### src/logic/pulse_out_map.vh
`ifndef PULSE_OUT_MAP_VH
`define PULSE_OUT_MAP_VH

`define VDP_OFF_SET1      8'h00
`define VDP_OFF_SET2      8'h04
`define VDP_OFF_MODE      8'h08
`define VDP_OFF_CMD       8'h0c
`define VDP_OFF_FREQ      8'h10
`define VDP_OFF_DUTY      8'h14
`define VDP_OFF_STATRD    8'h18
`define VDP_OFF_ERR       8'h1c
`define VDP_OFF_STAT1     8'h20
`define VDP_OFF_STAT2     8'h24

`define VDP_SET_VARDUTY   16'h1000
`define VDP_SET_RESET     16'h0000

`define VDP_MODE_PROG     0
`define VDP_MODE_PORT     1

`define VDP_CMD_CODE_LO   0
`define VDP_CMD_CODE_HI   2
`define VDP_CMD_PORT_LO   8
`define VDP_CMD_PORT_HI   9
`define VDP_CODE_STATRD   3'h1
`define VDP_CODE_STOP     3'h3
`define VDP_CODE_START    3'h4
`define VDP_PORT_1        2'h1
`define VDP_PORT_2        2'h2

`define VDP_ERR_LO        8
`define VDP_ERR_NORMAL    8'h00
`define VDP_ERR_SETUP     8'h02
`define VDP_ERR_STOPPED   8'h03

`define VDP_ST_DECEL      12
`define VDP_ST_COUNT      13
`define VDP_ST_DONE       14
`define VDP_ST_RUN        15
`define VDP_RD_HSC_LO     0
`define VDP_RD_DECEL      4

`define VDP_CLK_HZ        200000000
`define VDP_SRC_HZ        500000
`define VDP_FREQ_MAX_HZ   50000
`define VDP_DUTY_MAX      100

`endif

### src/logic/variable_duty_pulse_output.v
// Decided for this implementation: the address map and the AXI4-Lite slave port.
`timescale 1ns/1ps
`include "pulse_out_map.vh"

module variable_duty_pulse_output #(
	parameter RW = 20,
	parameter AW = 8
) (
	input  wire          i_mclk,
	input  wire          i_rst_n,
	input  wire          i_ce,
	input  wire [1:0]    i_hsc_status1,
	input  wire [1:0]    i_hsc_status2,
	input  wire          i_awvalid,
	output wire          o_awready,
	input  wire [AW-1:0] i_awaddr,
	input  wire [2:0]    i_awprot,
	input  wire          i_wvalid,
	output wire          o_wready,
	input  wire [31:0]   i_wdata,
	input  wire [3:0]    i_wstrb,
	output reg           o_bvalid,
	input  wire          i_bready,
	output reg  [1:0]    o_bresp,
	input  wire          i_arvalid,
	output wire          o_arready,
	input  wire [AW-1:0] i_araddr,
	input  wire [2:0]    i_arprot,
	output reg           o_rvalid,
	input  wire          i_rready,
	output reg  [31:0]   o_rdata,
	output reg  [1:0]    o_rresp,
	output wire          o_pulse1,
	output wire          o_pulse2
);

	localparam integer TICK_DIV = `VDP_CLK_HZ / `VDP_SRC_HZ;
	localparam integer TICK_LAST = TICK_DIV - 1;
	localparam [8:0]   TICK_TOP  = TICK_LAST[8:0];
	localparam [1:0]   RESP_OK  = 2'h0;
	localparam [1:0]   RESP_ERR = 2'h2;

	// Truncated quotient, so the real rate is the source rate over this ratio
	function [RW-1:0] div_ratio;
		input [15:0] freq;
		reg   [31:0] q;
		begin
			q = `VDP_SRC_HZ / {16'h0000, freq};
			div_ratio = q[RW-1:0];
		end
	endfunction

	function [RW-1:0] high_ticks;
		input [RW-1:0] ratio;
		input [7:0]    duty;
		reg   [31:0]   p;
		begin
			p = ({{(32-RW){1'b0}}, ratio} * {24'h000000, duty}) / `VDP_DUTY_MAX;
			high_ticks = p[RW-1:0];
		end
	endfunction

	function [15:0] strb16;
		input [15:0] old;
		input [31:0] data;
		input [3:0]  strb;
		begin
			strb16[7:0]  = strb[0] ? data[7:0] : old[7:0];
			strb16[15:8] = strb[1] ? data[15:8] : old[15:8];
		end
	endfunction

	function mapped;
		input [AW-1:0] a;
		begin
			case (a)
			`VDP_OFF_SET1, `VDP_OFF_SET2, `VDP_OFF_MODE, `VDP_OFF_CMD,
			`VDP_OFF_FREQ, `VDP_OFF_DUTY, `VDP_OFF_STATRD, `VDP_OFF_ERR,
			`VDP_OFF_STAT1, `VDP_OFF_STAT2:
				mapped = 1'b1;
			default:
				mapped = 1'b0;
			endcase
		end
	endfunction

	// Software registers
	reg [15:0] port1_setting_word;
	reg [15:0] port2_setting_word;
	reg        prog_state;
	reg        port_mode;
	reg [15:0] freq_word;
	reg [7:0]  duty_word;
	reg [7:0]  err_code;
	reg [15:0] statrd_word;
	reg        done1;
	reg        done2;

	// Bus holding state
	reg          aw_hold;
	reg          w_hold;
	reg [AW-1:0] aw_addr;
	reg [31:0]   w_data;
	reg [3:0]    w_strb;

	// 500 kHz source tick
	reg [8:0] tick_cnt;
	reg       tick;

	wire busy1;
	wire busy2;

	assign o_awready = i_ce && !aw_hold && !o_bvalid;
	assign o_wready  = i_ce && !w_hold && !o_bvalid;
	assign o_arready = i_ce && !o_rvalid;

	wire aw_fire = i_awvalid && o_awready;
	wire w_fire  = i_wvalid && o_wready;
	wire ar_fire = i_arvalid && o_arready;
	wire wr_go   = i_ce && aw_hold && w_hold && !o_bvalid;

	wire cmd_wr = wr_go && (aw_addr == `VDP_OFF_CMD);
	wire [2:0] cmd_code = w_data[`VDP_CMD_CODE_HI:`VDP_CMD_CODE_LO];
	wire [1:0] cmd_port = w_data[`VDP_CMD_PORT_HI:`VDP_CMD_PORT_LO];
	wire port_ok = (cmd_port == `VDP_PORT_1) || (cmd_port == `VDP_PORT_2);

	wire [15:0] sel_set = (cmd_port == `VDP_PORT_1) ? port1_setting_word : port2_setting_word;
	wire param_ok = (freq_word != 16'h0000) && (freq_word <= `VDP_FREQ_MAX_HZ)
		&& (duty_word <= `VDP_DUTY_MAX);
	// Port mode is not consulted: duty output behaves the same in both
	wire start_cmd = cmd_wr && (cmd_code == `VDP_CODE_START);
	wire start_ok  = start_cmd && port_ok && !prog_state && param_ok
		&& (sel_set == `VDP_SET_VARDUTY);
	wire stop_cmd  = cmd_wr && (cmd_code == `VDP_CODE_STOP) && port_ok;
	wire stat_cmd  = cmd_wr && (cmd_code == `VDP_CODE_STATRD);
	wire bad_cmd   = cmd_wr && !port_ok;

	wire prog_enter = wr_go && (aw_addr == `VDP_OFF_MODE) && w_strb[0]
		&& w_data[`VDP_MODE_PROG] && !prog_state;
	wire abort = prog_enter && (busy1 || busy2);

	wire load1 = start_ok && (cmd_port == `VDP_PORT_1);
	wire load2 = start_ok && (cmd_port == `VDP_PORT_2);
	wire stop1 = (stop_cmd && (cmd_port == `VDP_PORT_1)) || prog_enter;
	wire stop2 = (stop_cmd && (cmd_port == `VDP_PORT_2)) || prog_enter;

	wire [RW-1:0] ratio = div_ratio(freq_word);
	wire [RW-1:0] high  = high_ticks(ratio, duty_word);

	// Live status words; deceleration and pulse count never apply to duty output
	wire [15:0] stat1 = {busy1, done1, 1'b0, 1'b0, 12'h000};
	wire [15:0] stat2 = {busy2, done2, 1'b0, 1'b0, 12'h000};
	wire [15:0] sel_stat = (cmd_port == `VDP_PORT_1) ? stat1 : stat2;
	wire [1:0]  sel_hsc  = (cmd_port == `VDP_PORT_1) ? i_hsc_status1 : i_hsc_status2;

	always @(posedge i_mclk) begin
		if (!i_rst_n) begin
			tick_cnt <= 9'h000;
			tick     <= 1'b0;
		end else if (i_ce) begin
			tick <= (tick_cnt == TICK_TOP);
			if (tick_cnt == TICK_TOP)
				tick_cnt <= 9'h000;
			else
				tick_cnt <= tick_cnt + 9'h001;
		end
	end

	// Write address and data are taken in either order and joined here
	always @(posedge i_mclk) begin
		if (!i_rst_n) begin
			aw_hold  <= 1'b0;
			w_hold   <= 1'b0;
			aw_addr  <= {AW{1'b0}};
			w_data   <= 32'h00000000;
			w_strb   <= 4'h0;
			o_bvalid <= 1'b0;
			o_bresp  <= RESP_OK;
		end else if (i_ce) begin
			if (aw_fire) begin
				aw_hold <= 1'b1;
				aw_addr <= i_awaddr;
			end
			if (w_fire) begin
				w_hold <= 1'b1;
				w_data <= i_wdata;
				w_strb <= i_wstrb;
			end
			if (wr_go) begin
				aw_hold  <= 1'b0;
				w_hold   <= 1'b0;
				o_bvalid <= 1'b1;
				o_bresp  <= mapped(aw_addr) ? RESP_OK : RESP_ERR;
			end else if (o_bvalid && i_bready) begin
				o_bvalid <= 1'b0;
			end
		end
	end

	always @(posedge i_mclk) begin
		if (!i_rst_n) begin
			port1_setting_word <= `VDP_SET_RESET;
			port2_setting_word <= `VDP_SET_RESET;
			prog_state         <= 1'b0;
			port_mode          <= 1'b0;
			freq_word          <= 16'h0000;
			duty_word          <= 8'h00;
		end else if (i_ce && wr_go) begin
			case (aw_addr)
			`VDP_OFF_SET1: begin
				// Setup is only taken in the programming state
				if (prog_state)
					port1_setting_word <= strb16(port1_setting_word, w_data, w_strb);
			end
			`VDP_OFF_SET2: begin
				if (prog_state)
					port2_setting_word <= strb16(port2_setting_word, w_data, w_strb);
			end
			`VDP_OFF_MODE: begin
				if (w_strb[0]) begin
					prog_state <= w_data[`VDP_MODE_PROG];
					port_mode  <= w_data[`VDP_MODE_PORT];
				end
			end
			`VDP_OFF_FREQ: begin
				freq_word <= strb16(freq_word, w_data, w_strb);
			end
			`VDP_OFF_DUTY: begin
				if (w_strb[0])
					duty_word <= w_data[7:0];
			end
			default: begin
			end
			endcase
		end
	end

	// Completion is set by a halt and cleared by a fresh start on that port
	always @(posedge i_mclk) begin
		if (!i_rst_n) begin
			done1 <= 1'b0;
			done2 <= 1'b0;
		end else if (i_ce) begin
			if (stop1 && busy1)
				done1 <= 1'b1;
			else if (load1)
				done1 <= 1'b0;
			if (stop2 && busy2)
				done2 <= 1'b1;
			else if (load2)
				done2 <= 1'b0;
		end
	end

	always @(posedge i_mclk) begin
		if (!i_rst_n) begin
			err_code <= `VDP_ERR_NORMAL;
		end else if (i_ce) begin
			if (abort)
				err_code <= `VDP_ERR_STOPPED;
			else if (bad_cmd || (start_cmd && !start_ok))
				err_code <= `VDP_ERR_SETUP;
			else if (start_ok)
				err_code <= `VDP_ERR_NORMAL;
		end
	end

	// Snapshot taken when the command executes, not on any periodic scan
	always @(posedge i_mclk) begin
		if (!i_rst_n) begin
			statrd_word <= 16'h0000;
		end else if (i_ce && stat_cmd && port_ok) begin
			statrd_word <= {8'h00, sel_stat[`VDP_ST_RUN:`VDP_ST_DECEL], 2'b00, sel_hsc};
		end
	end

	always @(posedge i_mclk) begin
		if (!i_rst_n) begin
			o_rvalid <= 1'b0;
			o_rdata  <= 32'h00000000;
			o_rresp  <= RESP_OK;
		end else if (i_ce) begin
			if (ar_fire) begin
				o_rvalid <= 1'b1;
				o_rresp  <= mapped(i_araddr) ? RESP_OK : RESP_ERR;
				case (i_araddr)
				`VDP_OFF_SET1:   o_rdata <= {16'h0000, port1_setting_word};
				`VDP_OFF_SET2:   o_rdata <= {16'h0000, port2_setting_word};
				`VDP_OFF_MODE:   o_rdata <= {30'h0, port_mode, prog_state};
				`VDP_OFF_FREQ:   o_rdata <= {16'h0000, freq_word};
				`VDP_OFF_DUTY:   o_rdata <= {24'h000000, duty_word};
				`VDP_OFF_STATRD: o_rdata <= {16'h0000, statrd_word};
				`VDP_OFF_ERR:    o_rdata <= {16'h0000, err_code, 8'h00};
				`VDP_OFF_STAT1:  o_rdata <= {16'h0000, stat1};
				`VDP_OFF_STAT2:  o_rdata <= {16'h0000, stat2};
				default:         o_rdata <= 32'h00000000;
				endcase
			end else if (o_rvalid && i_rready) begin
				o_rvalid <= 1'b0;
			end
		end
	end

	pulse_channel #(
		.RW (RW)
	) u_port1 (
		.i_mclk  (i_mclk),
		.i_rst_n (i_rst_n),
		.i_ce    (i_ce),
		.i_tick  (tick),
		.i_load  (load1),
		.i_stop  (stop1),
		.i_ratio (ratio),
		.i_high  (high),
		.o_pulse (o_pulse1),
		.o_busy  (busy1)
	);

	pulse_channel #(
		.RW (RW)
	) u_port2 (
		.i_mclk  (i_mclk),
		.i_rst_n (i_rst_n),
		.i_ce    (i_ce),
		.i_tick  (tick),
		.i_load  (load2),
		.i_stop  (stop2),
		.i_ratio (ratio),
		.i_high  (high),
		.o_pulse (o_pulse2),
		.o_busy  (busy2)
	);

endmodule

### src/logic/pulse_channel.v
`timescale 1ns/1ps
// One pulse output: counts source ticks over a period of ratio ticks, high for the first high ticks.
module pulse_channel #(
	parameter RW = 20
) (
	input  wire          i_mclk,
	input  wire          i_rst_n,
	input  wire          i_ce,
	input  wire          i_tick,
	input  wire          i_load,
	input  wire          i_stop,
	input  wire [RW-1:0] i_ratio,
	input  wire [RW-1:0] i_high,
	output reg           o_pulse,
	output reg           o_busy
);

	reg [RW-1:0] cnt;
	reg [RW-1:0] ratio;
	reg [RW-1:0] high;
	reg [RW-1:0] pend_ratio;
	reg [RW-1:0] pend_high;
	reg          pend;

	wire [RW-1:0] cnt_inc = cnt + {{(RW-1){1'b0}}, 1'b1};
	wire          wrap    = (cnt_inc >= ratio);

	always @(posedge i_mclk) begin
		if (!i_rst_n) begin
			cnt        <= {RW{1'b0}};
			ratio      <= {RW{1'b0}};
			high       <= {RW{1'b0}};
			pend_ratio <= {RW{1'b0}};
			pend_high  <= {RW{1'b0}};
			pend       <= 1'b0;
			o_pulse    <= 1'b0;
			o_busy     <= 1'b0;
		end else if (i_ce) begin
			if (i_stop) begin
				o_busy  <= 1'b0;
				o_pulse <= 1'b0;
				pend    <= 1'b0;
				cnt     <= {RW{1'b0}};
			end else if (i_load && !o_busy) begin
				o_busy  <= 1'b1;
				ratio   <= i_ratio;
				high    <= i_high;
				cnt     <= {RW{1'b0}};
				o_pulse <= (i_high != {RW{1'b0}});
			end else begin
				if (i_load) begin
					// Held until the period ends so the running pulse is never cut short
					pend_ratio <= i_ratio;
					pend_high  <= i_high;
					pend       <= 1'b1;
				end
				if (o_busy && i_tick) begin
					if (wrap) begin
						cnt <= {RW{1'b0}};
						if (pend && !i_load) begin
							ratio   <= pend_ratio;
							high    <= pend_high;
							pend    <= 1'b0;
							o_pulse <= (pend_high != {RW{1'b0}});
						end else begin
							o_pulse <= (high != {RW{1'b0}});
						end
					end else begin
						cnt     <= cnt_inc;
						o_pulse <= (cnt_inc < high);
					end
				end
			end
		end
	end

endmodule

### config.mk
export PLATFORM = sky130hd
export DESIGN_NAME = variable_duty_pulse_output
export DESIGN_NICKNAME = d
export VERILOG_FILES = /design/src/logic/variable_duty_pulse_output.v /design/src/logic/pulse_channel.v
export VERILOG_INCLUDE_DIRS = /design/src /design/src/logic
export SDC_FILE = /design/constraint.sdc
export NUM_CORES = 2
export LEC_CHECK = 0
export ABC_AREA = 1
export BUFFER_PORTS_ARGS = -buffer_cell sky130_fd_sc_hd__buf_4
export CORE_UTILIZATION = 66
export CTS_CLUSTER_DIAMETER = 200
export DETAILED_ROUTE_END_ITERATION = 10
export GPL_TIMING_DRIVEN = 0
export PLACE_DENSITY = 0.8
export SLEW_MARGIN = 20
export SYNTH_ARGS = -nofsm -noshare
export SYNTH_HDL_FRONTEND = slang
export SYNTH_SLANG_ARGS = --single-unit
### constraint.sdc
create_clock -name i_mclk -period 106.4 [get_ports i_mclk]
set_input_delay 21.28 -clock i_mclk [delete_from_list [all_inputs] [get_ports i_mclk]]
set_output_delay 21.28 -clock i_mclk [all_outputs]
set_load 0.02 [all_outputs]
# ---- Word-level counts from Yosys, hierarchy flattened
# Index checks and enable logic that the tools add are counted.
dict set report totals {
  ff_bits 356
  latchBits 0
  ram_bits 0
  romBits 0
  input_bits 70
  word_cells 282
  mem_count 0
}
dict set report classes {
  addsub 3
  mul 1
  n_div 2
  magnitude_cmp 6
  eq_ne 27
  shifts 0
  n_mux 80
  bitwise 4
  n_reduce_logical 118
}
# cell n
set ops {}
lappend ops {{20-bit two-way mux} 24}
lappend ops {{16-bit case mux with 9 select lines} 1}
lappend ops {{20-bit nonzero test} 5}
lappend ops {{8-bit by 5-bit equality test with 1-bit output (second input constant)} 8}
lappend ops {{1-bit logical AND} 46}
lappend ops {{1-bit two-way mux} 46}
lappend ops {{20-bit by 1-bit adder with 20-bit output (second input constant)} 2}
lappend ops {{20-bit greater-or-equal comparator} 2}
lappend ops {{20-bit less-than comparator} 2}
lappend ops {{2-bit AND reduction} 17}
lappend ops {{19-bit by 16-bit divider with 32-bit output (first input constant)} 1}
lappend ops {{28-bit by 7-bit divider with 32-bit output (second input constant)} 1}
lappend ops {{8-bit by 4-bit equality test with 1-bit output (second input constant)} 4}
lappend ops {{8-bit by 6-bit equality test with 1-bit output (second input constant)} 4}
lappend ops {{16-bit two-way mux} 2}
lappend ops {{20-bit by 8-bit multiplier with 28-bit output} 1}
lappend ops {{2-bit nonzero test} 14}
lappend ops {{8-bit two-way mux} 3}
lappend ops {{4-bit AND reduction} 6}
lappend ops {{10-bit OR reduction} 2}
lappend ops {{16-bit by 13-bit equality test with 1-bit output (second input constant)} 1}
lappend ops {{8-bit by 3-bit equality test with 1-bit output (second input constant)} 2}
lappend ops {{16-bit less-or-equal comparator (second input constant)} 1}
lappend ops {{8-bit zero test} 2}
lappend ops {{other kinds (18)} 44}

# ---- Depth between registers and ports, before layout
dict set report depth {
  ltp_word 17
  ltp_mapped 690
  depth_no_buf 635
}

# ---- Modules after synthesis
# From an unflattened synthesis, not the netlist that was laid out.
dict set report unflattened {
  hier_cells 7939
  hier_area_um2 49583.8
}
# module instances cells_each area_per_inst_um2 seq_area_each_um2
set modules_own_cells {}
lappend modules_own_cells {variable_duty_pulse_output 1 6117 37679.9 2482.4}
lappend modules_own_cells {pulse_channel 2 911 5952.0 2062.0}

# ---- Worst setup path after synthesis
# No wires, ideal clock.
dict set report synth_timing {
  path_kind {flip-flop to flip-flop}
  startpoint {reg freq_word[0]}
  endpoint {reg u_port2.high[0]}
  arrival_ns 84.468
  required_ns 106.286
  setup_slack_ns 21.819
  path_stages_with_launch 644
  path_buffers 64
  cell_sequence {dfxtp_1 -> buf_6 -> inv_2 -> buf_8 -> buf_8 -> clkbuf_1 -> clkbuf_1 -> ha_1 -> buf_4 -> inv_4 -> nor3_2 -> nand3_4 -> nor2_4 -> ha_1 -> a21oi_1 -> inv_1 -> nand3_2 -> inv_1 -> [... 608 more ...] -> nand2_2 -> nor2_4 -> nand2_2 -> nand2_4 -> nand2_2 -> nand4_1 -> nand2_4 -> nand2_4 -> nand2_2 -> nand4_1 -> nand2_1 -> nand2_1 -> nand2_1 -> nand2_1 -> nand3_1 -> nand2_1 -> nand2_1 -> a21oi_2}
}
dict set report synth_via {
  elab_chain_len 10
  word_cells_on_any_way 18
}
# item line
set synth_lines {}
lappend synth_lines {{start, declared} variable_duty_pulse_output.v:92} ;# reg [15:0] freq_word;
lappend synth_lines {{start signal, assigned} variable_duty_pulse_output.v:226} ;# freq_word <= strb16(freq_word, w_data, w_strb);
lappend synth_lines {{branches (longest 10 deep; another with 19-bit by 16-bit divider with 32-bit output)} --}
lappend synth_lines {{end signal, assigned} pulse_channel.v:32} ;# high <= {RW{1'b0}};
lappend synth_lines {{end signal, assigned} pulse_channel.v:47} ;# high <= i_high;
lappend synth_lines {{end signal, assigned} pulse_channel.v:62} ;# high <= pend_high;
lappend synth_lines {{end, declared} pulse_channel.v:20} ;# reg [RW-1:0] high;
# Parallel ways; which one is timed is not known.
# A chain may end at the register's enable or synchronous reset.

# ---- Worst setup path after layout
dict set report layout_timing {
  startpoint {reg freq_word[0]}
  endpoint {reg u_port1.high[0]}
}
dict set report layout_via {
  elab_chain_len 10
  word_cells_on_any_way 18
}
# item line
set layout_lines {}
lappend layout_lines {{branches (longest 10 deep; another with 19-bit by 16-bit divider with 32-bit output)} --}
lappend layout_lines {{end signal, assigned} pulse_channel.v:32}
lappend layout_lines {{end signal, assigned} pulse_channel.v:47}
lappend layout_lines {{end signal, assigned} pulse_channel.v:62}
lappend layout_lines {{end, declared} pulse_channel.v:20}
# Parallel ways; which one is timed is not known.

==> flow_results.xml <==
<?xml version="1.0" encoding="UTF-8"?>
<metrics>
  <group name="timing">
    <metric name="worst_slew_pin_slew" unit="ns">1.05</metric>
    <metric name="timing.clock.skew" unit="ns">0.0211</metric>
    <metric name="whs" unit="ns">0.465</metric>
    <metric name="timing.final.hold_violations" unit="">0</metric>
    <metric name="maxSlewHeadroom" unit="%">29.7</metric>
    <metric name="timing.final.crit_share" unit="%">92.0</metric>
    <metric name="setup_violations_final" unit="">0</metric>
    <metric name="period_needed" unit="ns">97.91</metric>
    <metric name="fmaxAchievable" unit="GHz">0.0102</metric>
    <metric name="finalWorstSetupSlack" unit="ns">8.49</metric>
    <metric name="timing.final.max_slew_violations" unit="">0</metric>
  </group>
  <group name="logic_synthesis">
    <metric name="share_of_async_settable_or_async_resettable_flops_after_synthesis" unit="%">0</metric>
    <metric name="synth_top_cells_by_area" unit="">sky130_fd_sc_hd__dfxtp_1 (13%), sky130_fd_sc_hd__nand2_1 (13%), sky130_fd_sc_hd__ha_1 (12%)</metric>
    <metric name="synth_enable_flop_cells" unit="">0</metric>
    <metric name="yosys.area.top_type_share" unit="%">13.2</metric>
    <metric name="synth.mux.area_fraction" unit="%">0.0200</metric>
    <metric name="syn_area" unit="um2">50100</metric>
    <metric name="ys.flop_type" unit="">sky130_fd_sc_hd__dfxtp_1</metric>
    <metric name="yosys.area_share.adder" unit="%">16.6</metric>
    <metric name="synth_xor_area_share" unit="%">6.79</metric>
    <metric name="main_combinational_cell_family_by_area_after_synthesis" unit="">simple AND/OR/NAND/NOR gates</metric>
    <metric name="ys_seq_area_share" unit="%">13.2</metric>
    <metric name="number_of_standard_cells_after_synthesis" unit="">7840</metric>
    <metric name="ys_seq_elements" unit="">330</metric>
    <metric name="post_synth.cell_area_avg" unit="um2">6.38</metric>
    <metric name="synthesis.yosys.warnings" unit="">0</metric>
    <metric name="synth_simple_gate_area_share" unit="%">31.6</metric>
    <metric name="synth-compound-area-share" unit="%">19.4</metric>
    <metric name="yosys.cell_types.count" unit="">92</metric>
    <metric name="yosys.area.top_type" unit="">sky130_fd_sc_hd__dfxtp_1</metric>
  </group>
  <group name="clock_network">
    <metric name="cts_hold_repair.buffers" unit="">0</metric>
    <metric name="clk_pin_slew_worst_paths" unit="ns">0.06</metric>
    <metric name="clock_sink_count" unit="">330</metric>
    <metric name="cts_inserted_buffers" unit="">35</metric>
    <metric name="tritoncts" unit="">done</metric>
    <metric name="cts-root-buf" unit="">sky130_fd_sc_hd__clkbuf_16</metric>
    <metric name="h-tree-depth" unit="">2</metric>
    <metric name="clk-insertion-delay-late" unit="ns">0.53</metric>
    <metric name="cts.path.max_buffers" unit="">3</metric>
  </group>
  <group name="outcome">
    <metric name="run_status" unit="">finished, final reports clean</metric>
  </group>
  <group name="cells_and_area">
    <metric name="area_delta_synth_final" unit="%">6.77</metric>
    <metric name="layout.core_utilization" unit="%">71.5</metric>
    <metric name="share_of_layout_cells_above_drive_strength_1" unit="%">11.7</metric>
    <metric name="design.final.nets" unit="">8650</metric>
    <metric name="stdcell_count" unit="">8974</metric>
  </group>
  <group name="floorplanning">
    <metric name="ports_placed_on_the_boundary" unit="">113</metric>
    <metric name="die_height" unit="um">277</metric>
    <metric name="fp.dieArea" unit="um2">76900</metric>
    <metric name="core_area" unit="um2">74700</metric>
    <metric name="die_width" unit="um">277</metric>
    <metric name="initial_cell_density_of_the_core" unit="%">67.0</metric>
    <metric name="row_count" unit="">100</metric>
  </group>
  <group name="global_route">
    <metric name="grt.total_usage" unit="%">37.5</metric>
    <metric name="largest_net_degree_at_the_start_of_global_routing" unit="">32</metric>
    <metric name="antenna_found_initial" unit="">4</metric>
    <metric name="grt_pass1_wl" unit="um">241000</metric>
    <metric name="sum_of_overflow_across_all_layers_after_global_routing" unit="">0</metric>
    <metric name="number_of_global_route_vias_before_repair" unit="">48300</metric>
  </group>
  <group name="drt">
    <metric name="drtPass1Iterations" unit="">8</metric>
    <metric name="drt_drc_violations_left" unit="">0</metric>
    <metric name="wirelength" unit="um">148000</metric>
    <metric name="detailed_route_wire_length_per_cell" unit="um">16.5</metric>
    <metric name="vias" unit="">52400</metric>
    <metric name="routed_via_density" unit="">5.84</metric>
    <metric name="drt-initial-drc-count" unit="">4928</metric>
    <metric name="ant_nets" unit="">0</metric>
  </group>
  <group name="worst_setup_path">
    <metric name="crit_slowest_cell" unit="">sky130_fd_sc_hd__clkbuf_1</metric>
    <metric name="cp.buffers_inverters" unit="">122</metric>
    <metric name="worst_path_most_repeated_cell" unit="">sky130_fd_sc_hd__nand2_1</metric>
    <metric name="worstPathMaxFanout" unit="">13</metric>
    <metric name="critical_path_arrival" unit="ns">98.37</metric>
    <metric name="timing.reg2reg.setup_slack" unit="ns">8.49</metric>
    <metric name="startpoint_type" unit="">flip-flop</metric>
    <metric name="timing.setup.critical_path_class" unit="">reg -&gt; reg</metric>
    <metric name="critical-path-top-delay-family" unit="">simple AND/OR/NAND/NOR gates</metric>
    <metric name="critical-path-max-stage-delay" unit="ns">0.72</metric>
    <metric name="worstPathRequired" unit="ns">106.86</metric>
    <metric name="timing.critical_path.to_type" unit="">flip-flop</metric>
  </group>
  <group name="placed_design">
    <metric name="dpl_worst_slack" unit="ns">-0.831</metric>
    <metric name="placement.io_buffers" unit="">69</metric>
    <metric name="dp.cells" unit="">8899</metric>
    <metric name="dp_hpwl" unit="um">118000</metric>
    <metric name="gp_congestion" unit="">1.03</metric>
  </group>
  <group name="job">
    <metric name="maxCapViolations" unit="">0</metric>
  </group>
  <group name="hold_path">
    <metric name="hold_path.class" unit="">reg -&gt; reg</metric>
  </group>
</metrics>
-- worst reg2reg max path: cells and delay by family (launching register included) --
kind | cells | cell delay [ns]
flip-flops | 1 | 0.33
adder cells (fa/ha/maj) | 36 | 12.52
AO/OA/AOI/OAI | 198 | 31.95
buffers and inverters | 122 | 20.33
AND/OR/NAND/NOR | 290 | 32.79
-- path summary, 6_finish.rpt --
check	start	endpoint	cells past startpoint
min	u_port1.ratio[2]	u_port1.ratio[2]	2
max reg2reg	freq_word[0]	u_port1.high[0]	646
max	freq_word[0]	u_port1.high[0]	646
min reg2reg	u_port1.ratio[2]	u_port1.ratio[2]	2
-- timing repair --
item	CTS	global route
pin swaps	0	7
gates resized for setup	5	155
cloned	0	0
buffers inserted	0	13
setup endpoints to repair	14	76
-- sequential cells by signal, summed over array words and instances (netlist names), 2 cells and up --
register,cells
u_port1.cnt,20
u_port1.high,20
u_port1.pend_high,20
u_port1.pend_ratio,20
u_port1.ratio,20
u_port2.cnt,20
u_port2.high,20
u_port2.pend_high,20
u_port2.pend_ratio,20
u_port2.ratio,20
freq_word,16
o_rdata,16
port1_setting_word,16
port2_setting_word,16
w_data,16
tick_cnt,9
aw_addr,8
duty_word,8
statrd_word,4
err_code,2
w_strb,2
-- logic make-up after synthesis --
kind of cell / Yosys count
multiplexers: 1
XOR/XNOR: 387
other: 1
AO/OA/AOI/OAI: 1755
buffers and inverters: 1492
AND/OR/NAND/NOR: 3274
adder cells (fa/ha/maj): 600
flip-flops: 330
-- through the flow --
stage	setup TNS (ns)	cell area [um2]
2_1_floorplan	0	50100
3_3_place_gp	0	51800
3_5_place_dp	-6.87	51900
4_1_cts	0	53100
5_1_grt	-0.284	53400
6_report	0	53400
-- cells in the final DEF (no fill, tap or decap), types with 26 or more instances in the layout --
cell and n:
sky130_fd_sc_hd__a21o_1 29, sky130_fd_sc_hd__a21oi_1 765, sky130_fd_sc_hd__buf_4 108, sky130_fd_sc_hd__clkbuf_1 118, sky130_fd_sc_hd__clkbuf_16 36, sky130_fd_sc_hd__dfxtp_1 330
sky130_fd_sc_hd__fa_1 108, sky130_fd_sc_hd__ha_1 491, sky130_fd_sc_hd__inv_1 1136, sky130_fd_sc_hd__inv_2 84, sky130_fd_sc_hd__nand2_1 1685, sky130_fd_sc_hd__nand2_2 185
sky130_fd_sc_hd__nand2_4 65, sky130_fd_sc_hd__nand3_1 391, sky130_fd_sc_hd__nand3_2 81, sky130_fd_sc_hd__nand4_1 138, sky130_fd_sc_hd__nor2_1 433, sky130_fd_sc_hd__nor2_2 64
sky130_fd_sc_hd__nor2_4 35, sky130_fd_sc_hd__nor3_1 63, sky130_fd_sc_hd__o211ai_1 27, sky130_fd_sc_hd__o21ai_0 596, sky130_fd_sc_hd__o21ai_1 74, sky130_fd_sc_hd__o21ai_2 29
sky130_fd_sc_hd__o21bai_1 63, sky130_fd_sc_hd__or2_2 26, sky130_fd_sc_hd__xnor2_1 140, sky130_fd_sc_hd__xor2_1 245
-- cells in the mapped netlist, types with 60 or more instances --
cell type and number:
sky130_fd_sc_hd__nand2_1 1685, sky130_fd_sc_hd__inv_1 1149, sky130_fd_sc_hd__a21oi_1 769, sky130_fd_sc_hd__o21ai_0 612, sky130_fd_sc_hd__ha_1 492, sky130_fd_sc_hd__nor2_1 437
sky130_fd_sc_hd__nand3_1 393, sky130_fd_sc_hd__dfxtp_1 330, sky130_fd_sc_hd__xor2_1 245, sky130_fd_sc_hd__nand2_2 185, sky130_fd_sc_hd__clkbuf_1 151, sky130_fd_sc_hd__xnor2_1 141
sky130_fd_sc_hd__nand4_1 138, sky130_fd_sc_hd__fa_1 108, sky130_fd_sc_hd__nand3_2 80, sky130_fd_sc_hd__inv_2 71, sky130_fd_sc_hd__nand2_4 65, sky130_fd_sc_hd__o21bai_1 64
sky130_fd_sc_hd__nor3_1 63, sky130_fd_sc_hd__o21ai_1 61, sky130_fd_sc_hd__nor2_2 60
-- cell type report --
type,count,area (um2)
Multi-Input combinational cell,6035,37400
Buffer,236,1490
Sequential cell,330,6610
Tap cell,969,1210
Timing Repair Buffer,86,696
Inverter,1256,4830
Clock buffer,51,1050
Antenna cell,1,2.50
Clock inverter,10,165
Fill cell,6727,21300
-- routing by layer --
layer / wire length (um) / track usage (%) / part of all wire, % / vias to the layer above
li1: - / - / - / 26000
met1: 64700 / 51.5 / 44 / 24100
met2: 65000 / 60.6 / 44 / 2050
met3: 13700 / 5.02 / 9.3 / 295
met4: 4920 / 11.8 / 3.3 / 4
met5: 33 / 0 / 0.022 / -
Power is left out: the tool's default activity adds up to more than one toggle a clock period on the data nets, which glitch-free logic cannot reach.
